File: src/adc_dispatch_pkg.sv
// Constants, field layouts and carrier types for the sample dispatcher.
// Assumes a single 25 MHz clock and a synchronous active-high reset.
//
// What this block does
// RULE1: Each rising trigger edge converts the next input pin in turn; the code holds at most one pending edge and drops the rest.
// RULE2: Each conversion yields a 12-bit result for the sampled pin.
// RULE3: Results go to the endpoint programmed for that pin when enabled.
// RULE4: Registers answer as peripheral 2 with 32-bit reads and writes.
// RULE5: Pin registers sit at 0x00 to 0x0c, general control at 0x20.
// RULE6: Pin register bits 31:8 hold the destination, reset to zero.
// RULE7: Pin register bit 0 enables the pin and resets to zero.
// RULE8: Pin register bits 7:1 are reserved and read-only.
// RULE9: Reserved bits read zero and writes to them change nothing.
package adc_dispatch_pkg;

    // ****************************************************************
    // Addressing
    // ****************************************************************
    localparam logic [7:0] PERIPH_ID     = 8'h02;
    localparam logic [7:0] PIN0_OFS      = 8'h00;
    localparam logic [7:0] PIN1_OFS      = 8'h04;
    localparam logic [7:0] PIN2_OFS      = 8'h08;
    localparam logic [7:0] PIN3_OFS      = 8'h0c;
    localparam logic [7:0] GEN_CTL_OFS   = 8'h20;
    localparam logic [7:0] STATUS_OFS    = 8'h24;

    // ****************************************************************
    // Fields and reset values
    // ****************************************************************
    localparam int         DEST_LSB      = 8;
    localparam int         PIN_EN_BIT    = 0;
    localparam int         GEN_EN_BIT    = 0;
    localparam int         ST_BUSY_BIT   = 0;
    localparam int         ST_PEND_BIT   = 1;
    localparam int         ST_FULL_BIT   = 2;
    localparam int         ST_CUR_LSB    = 4;
    localparam logic [31:0] PIN_CTL_RST  = 32'h0000_0000;
    localparam logic [31:0] GEN_CTL_RST  = 32'h0000_0000;
    localparam int         PIN_COUNT     = 4;
    localparam int         RESULT_W      = 12;
    localparam int         FIFO_DEPTH    = 16;

    // ****************************************************************
    // Carrier types
    // ****************************************************************
    typedef struct packed {
        logic        valid;
        logic        write;
        logic [7:0]  periph;
        logic [7:0]  regnum;
        logic [31:0] wdata;
    } acc_req_t;

    typedef struct packed {
        logic        done;
        logic        ok;
        logic [31:0] rdata;
    } acc_resp_t;

    typedef struct packed {
        logic [23:0]         dest;
        logic [1:0]          pin;
        logic [RESULT_W-1:0] result;
    } sample_msg_t;

    typedef struct packed {
        logic [23:0] dest;
        logic        en;
    } pin_ctl_t;

    typedef enum logic [1:0] {SEQ_IDLE, SEQ_CONVERT, SEQ_PUSH} seq_state_t;

    localparam int         MSG_W         = $bits(sample_msg_t);

endpackage : adc_dispatch_pkg

File: src/sample_fifo.sv
// First-in first-out buffer with a registered head word.
// Assumes power-of-two depth and the clock enable of the parent block.
module sample_fifo #(
    parameter int WIDTH = 38,
    parameter int DEPTH = 16
) (
    // Clock, reset and enable
    input  wire logic             clk_in,
    input  wire logic             sys_rst_in,
    input  wire logic             ce_in,
    // Fill side
    input  wire logic             in_valid_in,
    output logic                  in_ready_out,
    input  wire logic [WIDTH-1:0] in_data_in,
    // Drain side
    output logic                  out_valid_out,
    input  wire logic             out_ready_in,
    output logic [WIDTH-1:0]      out_data_out
);

    localparam int PW = $clog2(DEPTH);
    localparam logic [PW:0] FULL_COUNT = (PW+1)'(DEPTH);

    logic [WIDTH-1:0] mem [DEPTH];
    logic [PW-1:0]    wr_ptr;
    logic [PW-1:0]    rd_ptr;
    logic [PW:0]      count;
    logic [PW-1:0]    next_wr_ptr;
    logic [PW-1:0]    next_rd_ptr;
    logic [PW:0]      next_count;
    logic             next_out_valid;
    logic [WIDTH-1:0] next_out_data;
    logic             push;
    logic             pop;

    // The head register is refilled from memory whenever memory holds a word and the head is empty or being taken.
    always_comb begin
        in_ready_out   = (count != FULL_COUNT);
        push           = in_valid_in && in_ready_out;
        pop            = (count != '0) && (!out_valid_out || out_ready_in);
        next_wr_ptr    = push ? wr_ptr + 1'b1 : wr_ptr;
        next_rd_ptr    = pop ? rd_ptr + 1'b1 : rd_ptr;
        next_count     = count + (PW+1)'(push) - (PW+1)'(pop);
        next_out_valid = pop || (out_valid_out && !out_ready_in);
        next_out_data  = pop ? mem[rd_ptr] : out_data_out;
    end

    always_ff @(posedge clk_in) begin
        if (sys_rst_in) begin
            wr_ptr        <= '0;
            rd_ptr        <= '0;
            count         <= '0;
            out_valid_out <= 1'b0;
            out_data_out  <= '0;
        end else if (ce_in) begin
            wr_ptr        <= next_wr_ptr;
            rd_ptr        <= next_rd_ptr;
            count         <= next_count;
            out_valid_out <= next_out_valid;
            out_data_out  <= next_out_data;
        end
    end

    always_ff @(posedge clk_in) begin
        if (ce_in && push && !sys_rst_in) begin
            mem[wr_ptr] <= in_data_in;
        end
    end

endmodule : sample_fifo

File: src/adc_sample_dispatch.sv
// Trigger sequencing, pin registers and result dispatch for the converter.
// Assumes the converter core answers on the same clock with a done pulse.
module adc_sample_dispatch (
    // Clock, reset and enable
    input  wire logic                          clk_in,
    input  wire logic                          sys_rst_in,
    input  wire logic                          ce_in,
    // Sampling trigger pin
    input  wire logic                          sample_trig_in,
    // Peripheral register access
    input  wire adc_dispatch_pkg::acc_req_t    acc_req_in,
    output adc_dispatch_pkg::acc_resp_t        acc_resp_out,
    // Converter core
    output logic                               conv_start_out,
    output logic [1:0]                         conv_pin_out,
    input  wire logic                          conv_done_in,
    input  wire logic [11:0]                   conv_result_in,
    // Message endpoint
    output logic                               msg_valid_out,
    input  wire logic                          msg_ready_in,
    output adc_dispatch_pkg::sample_msg_t      msg_out
);

    // ****************************************************************
    // Helpers
    // ****************************************************************
    // Forms the read word of a pin register; bits 7:1 are always zero.
    function automatic logic [31:0] pin_word(
        input adc_dispatch_pkg::pin_ctl_t c
    );
        logic [31:0] w;
        w = '0;
        w[31:adc_dispatch_pkg::DEST_LSB] = c.dest;
        w[adc_dispatch_pkg::PIN_EN_BIT]  = c.en;
        return w;
    endfunction : pin_word

    // Finds the first enabled pin at or after the cursor, with a found bit.
    function automatic logic [2:0] pick_next(
        input logic [3:0] en,
        input logic [1:0] from
    );
        logic [2:0] r;
        logic [1:0] p;
        r = '0;
        for (int i = 3; i >= 0; i--) begin
            p = from + 2'(i);
            if (en[p]) begin
                r = {1'b1, p};
            end
        end
        return r;
    endfunction : pick_next

    // ****************************************************************
    // Trigger synchroniser
    // ****************************************************************
    logic trig_s1;
    logic trig_s2;
    logic trig_s3;
    logic trig_edge;

    always_ff @(posedge clk_in) begin
        if (sys_rst_in) begin
            trig_s1 <= 1'b0;
            trig_s2 <= 1'b0;
            trig_s3 <= 1'b0;
        end else if (ce_in) begin
            trig_s1 <= sample_trig_in;
            trig_s2 <= trig_s1;
            trig_s3 <= trig_s2;
        end
    end

    assign trig_edge = trig_s2 && !trig_s3; // [RULE1]

    // ****************************************************************
    // Registers
    // ****************************************************************
    adc_dispatch_pkg::pin_ctl_t  pin_ctl [adc_dispatch_pkg::PIN_COUNT];
    adc_dispatch_pkg::pin_ctl_t  next_pin_ctl [adc_dispatch_pkg::PIN_COUNT];
    logic [31:0]                 gen_ctl;
    logic [31:0]                 next_gen_ctl;
    adc_dispatch_pkg::acc_resp_t next_resp;
    logic                        acc_hit;
    logic                        pin_hit;
    logic [1:0]                  acc_pin;
    logic [31:0]                 status_word;
    logic [3:0]                  en_vec;
    logic                        fifo_in_ready;

    always_comb begin
        acc_hit = acc_req_in.valid
               && acc_req_in.periph == adc_dispatch_pkg::PERIPH_ID; // [RULE4]
        pin_hit = acc_req_in.regnum[7:4] == 4'h0
               && acc_req_in.regnum[1:0] == 2'h0; // [RULE5]
        acc_pin = acc_req_in.regnum[3:2];
        for (int i = 0; i < adc_dispatch_pkg::PIN_COUNT; i++) begin
            en_vec[i] = pin_ctl[i].en;
        end
        next_pin_ctl = pin_ctl;
        next_gen_ctl = gen_ctl;
        next_resp    = '0;
        if (acc_hit) begin
            next_resp.done = 1'b1;
            next_resp.ok   = 1'b1;
            if (pin_hit) begin
                next_resp.rdata = pin_word(pin_ctl[acc_pin]); // [RULE9]
                if (acc_req_in.write) begin
                    // Only the destination and enable bit are stored.
                    next_pin_ctl[acc_pin].dest =
                        acc_req_in.wdata[31:adc_dispatch_pkg::DEST_LSB];
                    next_pin_ctl[acc_pin].en =
                        acc_req_in.wdata[adc_dispatch_pkg::PIN_EN_BIT];
                end // [RULE6] [RULE7] [RULE8]
            end else if (acc_req_in.regnum
                         == adc_dispatch_pkg::GEN_CTL_OFS) begin
                next_resp.rdata = gen_ctl; // [RULE5]
                if (acc_req_in.write) begin
                    next_gen_ctl = acc_req_in.wdata;
                end
            end else if (acc_req_in.regnum
                         == adc_dispatch_pkg::STATUS_OFS) begin
                next_resp.rdata = status_word;
            end else begin
                next_resp.ok = 1'b0;
            end
        end
    end

    always_ff @(posedge clk_in) begin
        if (sys_rst_in) begin
            for (int i = 0; i < adc_dispatch_pkg::PIN_COUNT; i++) begin
                pin_ctl[i].dest <=
                    adc_dispatch_pkg::PIN_CTL_RST[31:8]; // [RULE6]
                pin_ctl[i].en   <=
                    adc_dispatch_pkg::PIN_CTL_RST[0]; // [RULE7]
            end
            gen_ctl      <= adc_dispatch_pkg::GEN_CTL_RST;
            acc_resp_out <= '0;
        end else if (ce_in) begin
            pin_ctl      <= next_pin_ctl;
            gen_ctl      <= next_gen_ctl;
            acc_resp_out <= next_resp;
        end
    end

    // ****************************************************************
    // Conversion sequencer
    // ****************************************************************
    adc_dispatch_pkg::seq_state_t  state;
    adc_dispatch_pkg::seq_state_t  next_state;
    adc_dispatch_pkg::sample_msg_t word;
    adc_dispatch_pkg::sample_msg_t next_word;
    logic                          pending;
    logic                          next_pending;
    logic                          clear_pending;
    logic [1:0]                    cursor;
    logic [1:0]                    next_cursor;
    logic                          next_start;
    logic [1:0]                    next_conv_pin;
    logic [2:0]                    pick;

    always_comb begin
        pick          = pick_next(en_vec, cursor);
        next_state    = state;
        next_word     = word;
        next_cursor   = cursor;
        next_start    = 1'b0;
        next_conv_pin = conv_pin_out;
        clear_pending = 1'b0;
        unique case (state)
            adc_dispatch_pkg::SEQ_IDLE: begin
                if (pending) begin
                    clear_pending = 1'b1;
                    if (gen_ctl[adc_dispatch_pkg::GEN_EN_BIT] && pick[2]) begin
                        next_start     = 1'b1; // [RULE1]
                        next_conv_pin  = pick[1:0];
                        next_cursor    = pick[1:0] + 2'h1;
                        next_word.pin  = pick[1:0];
                        next_word.dest = pin_ctl[pick[1:0]].dest; // [RULE3]
                        next_state     = adc_dispatch_pkg::SEQ_CONVERT;
                    end
                end
            end
            adc_dispatch_pkg::SEQ_CONVERT: begin
                if (conv_done_in) begin
                    next_word.result = conv_result_in; // [RULE2]
                    next_state       = adc_dispatch_pkg::SEQ_PUSH;
                end
            end
            adc_dispatch_pkg::SEQ_PUSH: begin
                // A full buffer holds the sequencer here.
                if (fifo_in_ready) begin
                    next_state = adc_dispatch_pkg::SEQ_IDLE;
                end
            end
        endcase
        // A trigger edge in the cycle that consumes the last one is kept.
        next_pending = (pending && !clear_pending) || trig_edge;
        status_word = '0;
        status_word[adc_dispatch_pkg::ST_BUSY_BIT] =
            state != adc_dispatch_pkg::SEQ_IDLE;
        status_word[adc_dispatch_pkg::ST_PEND_BIT] = pending;
        status_word[adc_dispatch_pkg::ST_FULL_BIT] = !fifo_in_ready;
        status_word[adc_dispatch_pkg::ST_CUR_LSB +: 2] = cursor;
    end

    always_ff @(posedge clk_in) begin
        if (sys_rst_in) begin
            state          <= adc_dispatch_pkg::SEQ_IDLE;
            word           <= '0;
            pending        <= 1'b0;
            cursor         <= '0;
            conv_start_out <= 1'b0;
            conv_pin_out   <= '0;
        end else if (ce_in) begin
            state          <= next_state;
            word           <= next_word;
            pending        <= next_pending;
            cursor         <= next_cursor;
            conv_start_out <= next_start;
            conv_pin_out   <= next_conv_pin;
        end
    end

    // ****************************************************************
    // Result buffer
    // ****************************************************************
    sample_fifo #(
        .WIDTH (adc_dispatch_pkg::MSG_W),
        .DEPTH (adc_dispatch_pkg::FIFO_DEPTH)
    ) u_fifo (
        .clk_in        (clk_in),
        .sys_rst_in    (sys_rst_in),
        .ce_in         (ce_in),
        .in_valid_in   (state == adc_dispatch_pkg::SEQ_PUSH),
        .in_ready_out  (fifo_in_ready),
        .in_data_in    (word),
        .out_valid_out (msg_valid_out),
        .out_ready_in  (msg_ready_in),
        .out_data_out  (msg_out)
    ); // [RULE3]
endmodule : adc_sample_dispatch

File: config.mk
export PLATFORM = sky130hd
export DESIGN_NAME = adc_sample_dispatch
export DESIGN_NICKNAME = d
export VERILOG_FILES = /design/src/adc_dispatch_pkg.sv /design/src/sample_fifo.sv /design/src/adc_sample_dispatch.sv
export SDC_FILE = /design/constraint.sdc
export NUM_CORES = 1
export LEC_CHECK = 0
export BUFFER_PORTS_ARGS = -buffer_cell sky130_fd_sc_hd__buf_2
export CAP_MARGIN = 20
export CORE_ASPECT_RATIO = 1.2
export CORE_MARGIN = 3
export CORE_UTILIZATION = 40
export DETAILED_ROUTE_END_ITERATION = 12
export HOLD_SLACK_MARGIN = 0.05
export PLACE_DENSITY = 0.6
export SLEW_MARGIN = 0
export SYNTH_ARGS = -nofsm -noshare
export SYNTH_HDL_FRONTEND = slang
export SYNTH_SLANG_ARGS = --single-unit
File: constraint.sdc
create_clock -name clk_in -period 5.1 [get_ports clk_in]
set_clock_uncertainty 0.05 [all_clocks]
set_input_delay 1.02 -clock clk_in [delete_from_list [all_inputs] [get_ports clk_in]]
set_output_delay 1.02 -clock clk_in [all_outputs]
set_load 0.02 [all_outputs]
==> metrics.txt, run 1 <==
Final min period 3467 ps; Synth Register Bits 873; Final setup viols 0; clk root buf clkbuf_16; total power 16.01 mW; Filler Cell Count 7,342; GP Congestion 0.7780; Cell variety after synth 54; Relative slew margins 23.86%; Starting Density 40.47%; Clock Path Buffers 3; peak supply drop 0.0002737 V; Internal 12.36 mW; critical path's slowest cell or4b_2; crit-path cells inv_1, ha_1, or4b_2, and2_1, ha_1, inv_1, ha_1, inv_1, fa_1, nand2b_1, a21oi_1, o21ai_0, a21boi_0, mux2_2; synthesized area per cell 15.75 um^2; WL per Instance 23.79 um; Routed WL 83,860 um; Worst Setup Path Type flip-flop to flip-flop; Area Overhead vs Synth 15.43%; Via Count 19,451; Startpoint Class flip-flop; sequential share of power 48.4%; Switching Share 22.84%; Syn. warnings 0; Arrival @ worst endpoint 3930 ps; RSZ-0062 raised after global routing no; leak pwr 13.44 nW; Worst Path Max Fanout 4; post-synth top area cell edfxtp_1; number of synthesized flops with an enable pin 608; number of CTS-inserted buffers 88; Post-synth ARST share 0%; width of the die 274.0 um; layout cells sized above 1 25.51%; Max Fclk 288.4 MHz; CP bufs+invs 3; vias in the first global route 20,415; period utilisation layout 67.98%; Syn Std Cell Area 34,480 um^2; initial antenna violation count 3; # rows 117; Routed Antenna Nets 0; Hold-fix buffers, CTS 0; synth top area cells edfxtp_1 53%, dfxtp_1 15%, mux4_2 12%, mux2i_1 4.2%, nand2_1 2.5%; largest net degree at the start of global routing 199; area share of the largest cell type after synthesis 52.95%; outcome completed; Final Hold Viols 0; DRT Pass-1 Iters 5; Critical Path RT 5560 ps; Cells after Synth 2,189; reg2reg start u_fifo.count[3]$_SDFFE_PP0P_; Core Region 85,200 um^2; fin cells 3,525; die height 327.6 um; via/cell ratio 5.518; Worst path max stage delay 630 ps; Hold Path Origin u_fifo.out_data_out[16]$_SDFFE_PP0P_; final std cell area, no fill 39,800 um^2; Psw 3.657 mW; multi-input logic area 10,350 um^2; placed insts 3,359; Post-Place Setup Slack 1345 ps; Post-CTS Setup Repair Bufs 0; gr usage total 18.70%; most frequent cell after synthesis edfxtp_1; Hold WS 395.6 ps; number of remaining DRC errors 0; Reg area 23,570 um^2; H-tree levels 3; Logic pwr share 8.3%; TNS Setup 0 ps; PwrDens 402.3 nW/um^2; final core occ 46.72%; Clk pwr share 43.3%; Worst-Skew Late Latency 630 ps; first-pass GRT wire length 126,600 um; Top Family by Delay on Critical Path adder cells; Crit. End Element flip-flop; post-synthesis sequential area ratio 68.33%; CTS tree done; commonest register cell after synthesis edfxtp_1; total die area 89,780 um^2; worst slew pin tran 1142 ps; NumNets Final 2,403; # port buffers 143; Worst Hold Class flip-flop to flip-flop; syn_nets 2,272; CTS clk-pin slew, worst paths 60 ps; number of diodes 0; placed cell areas 36,630 um^2; total gr overflow 0; CTS resizes 0; DR iter-0 viols 1,624; fin. max-slew vios 0; max_cap viols 0; TritonCTS sink count 873; final worst slack 1633 ps; CP startpoint u_fifo.count[3]$_SDFFE_PP0P_; synth cell count leaders 608 x edfxtp_1, 265 x dfxtp_1, 227 x nand2_1; DP HPWL 47,470 um; IO Pins 144
==> placed cells by master (no fill, tap or decap), types with 13 or more instances in the layout <==
cell	netlist	layout
a2111oi_0	20	20
a211oi_1	15	15
a21o_1	38	38
a21oi_1	134	134
a21oi_2	20	20
buf_12	0	13
buf_2	38	142
buf_4	5	35
bufinv_16	0	14
clkbuf_16	0	92
clkinv_1	0	13
dfxtp_1	265	262
edfxtp_1	608	608
ha_1	14	14
inv_1	16	16
mux2_2	25	25
mux2i_1	143	143
mux4_2	177	177
nand2_1	227	226
nand2_2	20	21
nand3b_1	18	18
nor2_1	107	90
nor2_4	0	17
nor2b_1	38	38
o221ai_1	15	15
o22ai_1	37	37
==> cell families (layout without fill, tap and decap cells) <==
family	after synthesis	after routing	synth area share (%)
flip-flops	873	873	68.33
AND/OR/NAND/NOR	469	469	6.393
multiplexers	345	345	16.53
AO/OA/AOI/OAI	312	312	5.867
buffers and inverters	166	372	2.086
adder cells (fa/ha/maj)	15	15	0.5660
XOR/XNOR	9	9	0.2286
==> path summary, 6_finish.rpt <==
| check | end | slack (ps) | depth (start not counted) |
|---|---|---|---|
| worst max-delay path | u_fifo.count[4]$_SDFFE_PP0P_ | 1630 | 14 |
| worst min-delay path | u_fifo.out_data_out[16]$_SDFFE_PP0P_ | 400 | 1 |
| worst max register to register | u_fifo.count[4]$_SDFFE_PP0P_ | 1630 | 14 |
| worst min register to register | u_fifo.out_data_out[16]$_SDFFE_PP0P_ | 400 | 1 |
==> sequential cells by signal, indices dropped and copies added (netlist names), 2 cells and up <==
| name | count |
|---|---|
| u_fifo.rd_ptr | 4 |
| word | 38 |
| cursor | 2 |
| pin_ctl | 96 |
| u_fifo.out_data_out | 38 |
| en_vec | 4 |
| acc_resp_out | 34 |
| u_fifo.count | 5 |
| u_fifo.mem | 608 |
| gen_ctl | 32 |
| u_fifo.wr_ptr | 4 |
| state | 2 |
==> area by class of cell <==
type	instances	area share (%)
Clock inverter	50	1.672
Inverter	16	0.1509
Clock buffer	115	6.255
Multi-Input combinational cell	1150	26.01
Tap cell	1130	3.552
Sequential cell	873	59.22
Timing Repair Buffer	191	3.134
==> per-layer routing <==
layer  part of all wire, %  routed length (um)  track usage, %
met3                   5.9                4986           3.441
met5                 0.023                  19               0
met2                    50               41710           31.76
met4                   2.4                2009           5.992
met1                    42               35130           24.36
==> power by group through the flow <==
| stage | combinational [mW] | sequential, mW | clock [mW] |
|---|---|---|---|
| CTS | 1.36 | 7.76 | 7.09 |
| global placement | 1.35 | 7.91 | 0 |
| detailed placement | 1.36 | 7.91 | 0 |
| global route | 1.46 | 7.77 | 7.36 |
| floorplan | 1.09 | 7.78 | 0 |
| finish | 1.33 | 7.75 | 6.94 |
Power figures use the tool's default switching activity.
==> inputs of run 2 (changes only) <==
--- a/config.mk
+++ b/config.mk
@@ -5,6 +5,7 @@
 export SDC_FILE = /design/constraint.sdc
 export NUM_CORES = 1
 export LEC_CHECK = 0
+export ABC_AREA = 1
 export BUFFER_PORTS_ARGS = -buffer_cell sky130_fd_sc_hd__buf_2
 export CAP_MARGIN = 20
 export CORE_ASPECT_RATIO = 1.2
@@ -12,7 +13,7 @@
 export CORE_UTILIZATION = 40
 export DETAILED_ROUTE_END_ITERATION = 12
 export HOLD_SLACK_MARGIN = 0.05
-export PLACE_DENSITY = 0.6
+export PLACE_DENSITY = 0.62
 export SLEW_MARGIN = 0
 export SYNTH_ARGS = -nofsm -noshare
 export SYNTH_HDL_FRONTEND = slang
==> constraint.sdc (replaced) <==
create_clock -name clk_in -period 2.9 [get_ports clk_in]
set_clock_uncertainty 0.05 [all_clocks]
set_input_delay 0.58 -clock clk_in [delete_from_list [all_inputs] [get_ports clk_in]]
set_output_delay 0.58 -clock clk_in [all_outputs]
set_load 0.02 [all_outputs]
==> metrics.txt, run 2 <==
outcome completed; GP Congestion 0.8026 (+3.2%); Top Registers u_fifo.mem (608), pin_ctl (96); FF-to-FF path depth 17 (+3); WP depth 17 (+3); # port buffers 143 (unchanged); commonest non-fill, non-tap cells in the layout 608 x edfxtp_1, 507 x o21ai_0, 498 x nor2_1; Startpoint Class flip-flop; Worst Path Max Fanout 3 (-1); clk root buf clkbuf_16; Routed Antenna Nets 0 (unchanged); Core Region 86,670 um^2 (+1.7%); first-pass GRT wire length 142,000 um (+12%); crit-path cells inv_1, ha_1, nand4_1, nand2_2, inv_1, ha_1, inv_1, ha_1, inv_1, fa_1, o21ai_1, a21oi_1, nand2_1, nand2_1, nor2_2, o21ai_0, a21oi_1; largest register by flop count u_fifo.mem; Cell variety after synth 38 (-30%); Final Hold Viols 0 (unchanged); Final setup viols 0 (unchanged); leak pwr 15.10 nW (+12%); Clock Path Buffers 3 (unchanged); Reg area 23,570 um^2 (about the same); post-synth top area cell edfxtp_1; Via Count 24,955 (+28%); Filler Cell Count 7,776 (+5.9%); number of synthesized flops with an enable pin 608 (unchanged); Worst-Skew Late Latency 640 ps (about the same); via/cell ratio 5.405 (-2.0%); most frequent cell after synthesis edfxtp_1; synth cell count leaders 608 x edfxtp_1, 521 x nor2_1, 508 x o21ai_0; Hold WS 140.4 ps (-255.2 ps); total power 28.33 mW (+77%); layout cells sized above 1 12.42% (-13 points); number of remaining DRC errors 0 (unchanged); Post-synth ARST share 0% (unchanged); initial antenna violation count 1 (-2); Arrival @ worst endpoint 3120 ps (-810 ps); fin. max-slew vios 0 (unchanged); area share of the largest cell type after synthesis 51.93% (-1.0 points); Post-Place Setup Slack 109.4 ps (-1236 ps); syn_nets 3,379 (+49%); Relative slew margins 46.18% (+22 points); Worst path max stage delay 410 ps (-220 ps); critical path's slowest cell fa_1; gr usage total 19.95% (+1.3 points); period utilisation layout 90.46% (+22 points); Routed WL 93,840 um (+12%); DRT Pass-1 Iters 7 (+2); commonest register cell after synthesis edfxtp_1; placed insts 4,447 (+32%); WL per Instance 20.32 um (-15%); vias in the first global route 23,797 (+17%); Area Overhead vs Synth 16.60%; Hold-fix buffers, CTS 0 (unchanged); max reg flops 608 (unchanged); Crit. End Element flip-flop; PwrDens 691.1 nW/um^2 (+72%); peak supply drop 0.0004670 V (+71%); multi-input logic area 9993 um^2 (-3.5%); final worst slack 276.7 ps (-1356 ps); crit-path most repeated cell inv_1; IO Pins 144 (unchanged); synth top area cells edfxtp_1 52%, dfxtp_1 15%, o21ai_0 7.2%, nor2_1 5.6%, o211ai_1 3.3%; total gr overflow 0 (unchanged); Synth Register Bits 873 (unchanged); CTS clk-pin slew, worst paths 60 ps (about the same); number of CTS-inserted buffers 90 (+2.3%); worst slew pin tran 806.2 ps (-335.9 ps); CTS tree done; DR iter-0 viols 2,247 (+38%); Syn. warnings 0 (unchanged); H-tree levels 3 (unchanged); hold depth 3 (+2); fin cells 4,617 (+31%); Final min period 2623 ps (-843.9 ps); # rows 118 (+0.85%); Syn Std Cell Area 35,150 um^2 (+1.9%); Worst Setup Path Type flip-flop to flip-flop; Worst Hold Class primary input to flip-flop; post-synthesis sequential area ratio 67.02% (-1.3 points); Starting Density 40.56% (+0.090 points); max_cap viols 0 (unchanged); die height 330.8 um (+0.95%); Max Fclk 381.2 MHz (+32%); most common cell after layout, fill and taps aside edfxtp_1; RSZ-0062 raised after global routing no; synthesized area per cell 10.67 um^2 (-32%); width of the die 276.6 um (+0.95%); TritonCTS sink count 873 (unchanged); Top Family by Delay on Critical Path adder cells; CP bufs+invs 4 (+1); largest net degree at the start of global routing 110 (-45%); Cells after Synth 3,296 (+51%); DP HPWL 54,020 um (+14%); Critical Path RT 3400 ps (-2160 ps); total die area 91,490 um^2 (+1.9%); NumNets Final 3,483 (+45%); number of diodes 0 (unchanged)
## run 2: kinds of logic after synthesis
logic type	count (synthesis)	share of synthesized area, %
AO/OA/AOI/OAI	969	15.73
XOR/XNOR	3	0.07475
flip-flops	873	67.02
buffers and inverters	445	4.976
adder cells (fa/ha/maj)	15	0.5552
AND/OR/NAND/NOR	991	11.64
## run 2: where the power goes
part	switching [mW]	internal, mW	leakage (nW)
clock	4.92	7.26	1.51
sequential	0.0788	13.3	8.40
combinational	1.88	0.912	5.19
total	6.88	21.5	15.1
## run 2: metrics by stage
step	setup TNS (ps)	instance area, um^2	utilization, %
floorplan	-239870	35160	-
global placement	0	37840	43.66
detailed placement	0	37840	43.66
CTS	0	40980	47.28
global route	0	40990	47.30
finish	0	40990	47.30
## run 2: final timing paths
kind,from,to,slack [ps]
worst min-delay path,sample_trig_in,trig_s1$_SDFFE_PP0P_,140
worst min register to register,trig_s3$_SDFFE_PP0P_,trig_s3$_SDFFE_PP0P_,410
worst max register to register,u_fifo.count[3]$_SDFFE_PP0P_,u_fifo.count[4]$_SDFFE_PP0P_,280
worst max-delay path,u_fifo.count[3]$_SDFFE_PP0P_,u_fifo.count[4]$_SDFFE_PP0P_,280
## run 2: final cells by class
cell class | count | share of cell area, %
clock buffer | 107 | 5.925
clock inverter | 62 | 1.740
inverter | 211 | 1.969
multi-input combinational | 1978 | 24.38
sequential | 873 | 57.50
tap | 1140 | 3.480
timing repair buffer | 246 | 5.006
## run 2: tightest hold or removal path, stage by stage
cell    delay, ps
buf_2          70
nor2_1         30
nor2_1         80
## run 2: layer usage
layer	track usage [%]	vias to the layer above	part of all wire, %
met5	0	-	0
met4	5.483	0	2.1
met3	3.214	153	6.3
met2	34.77	870	50
met1	25.93	11993	42
li1	-	11939	-
## run 2: what timing repair did
action,4_1_cts,5_1_grt
setup buffers,0,1
setup endpoints to repair,0,1
gates resized for setup,0,3
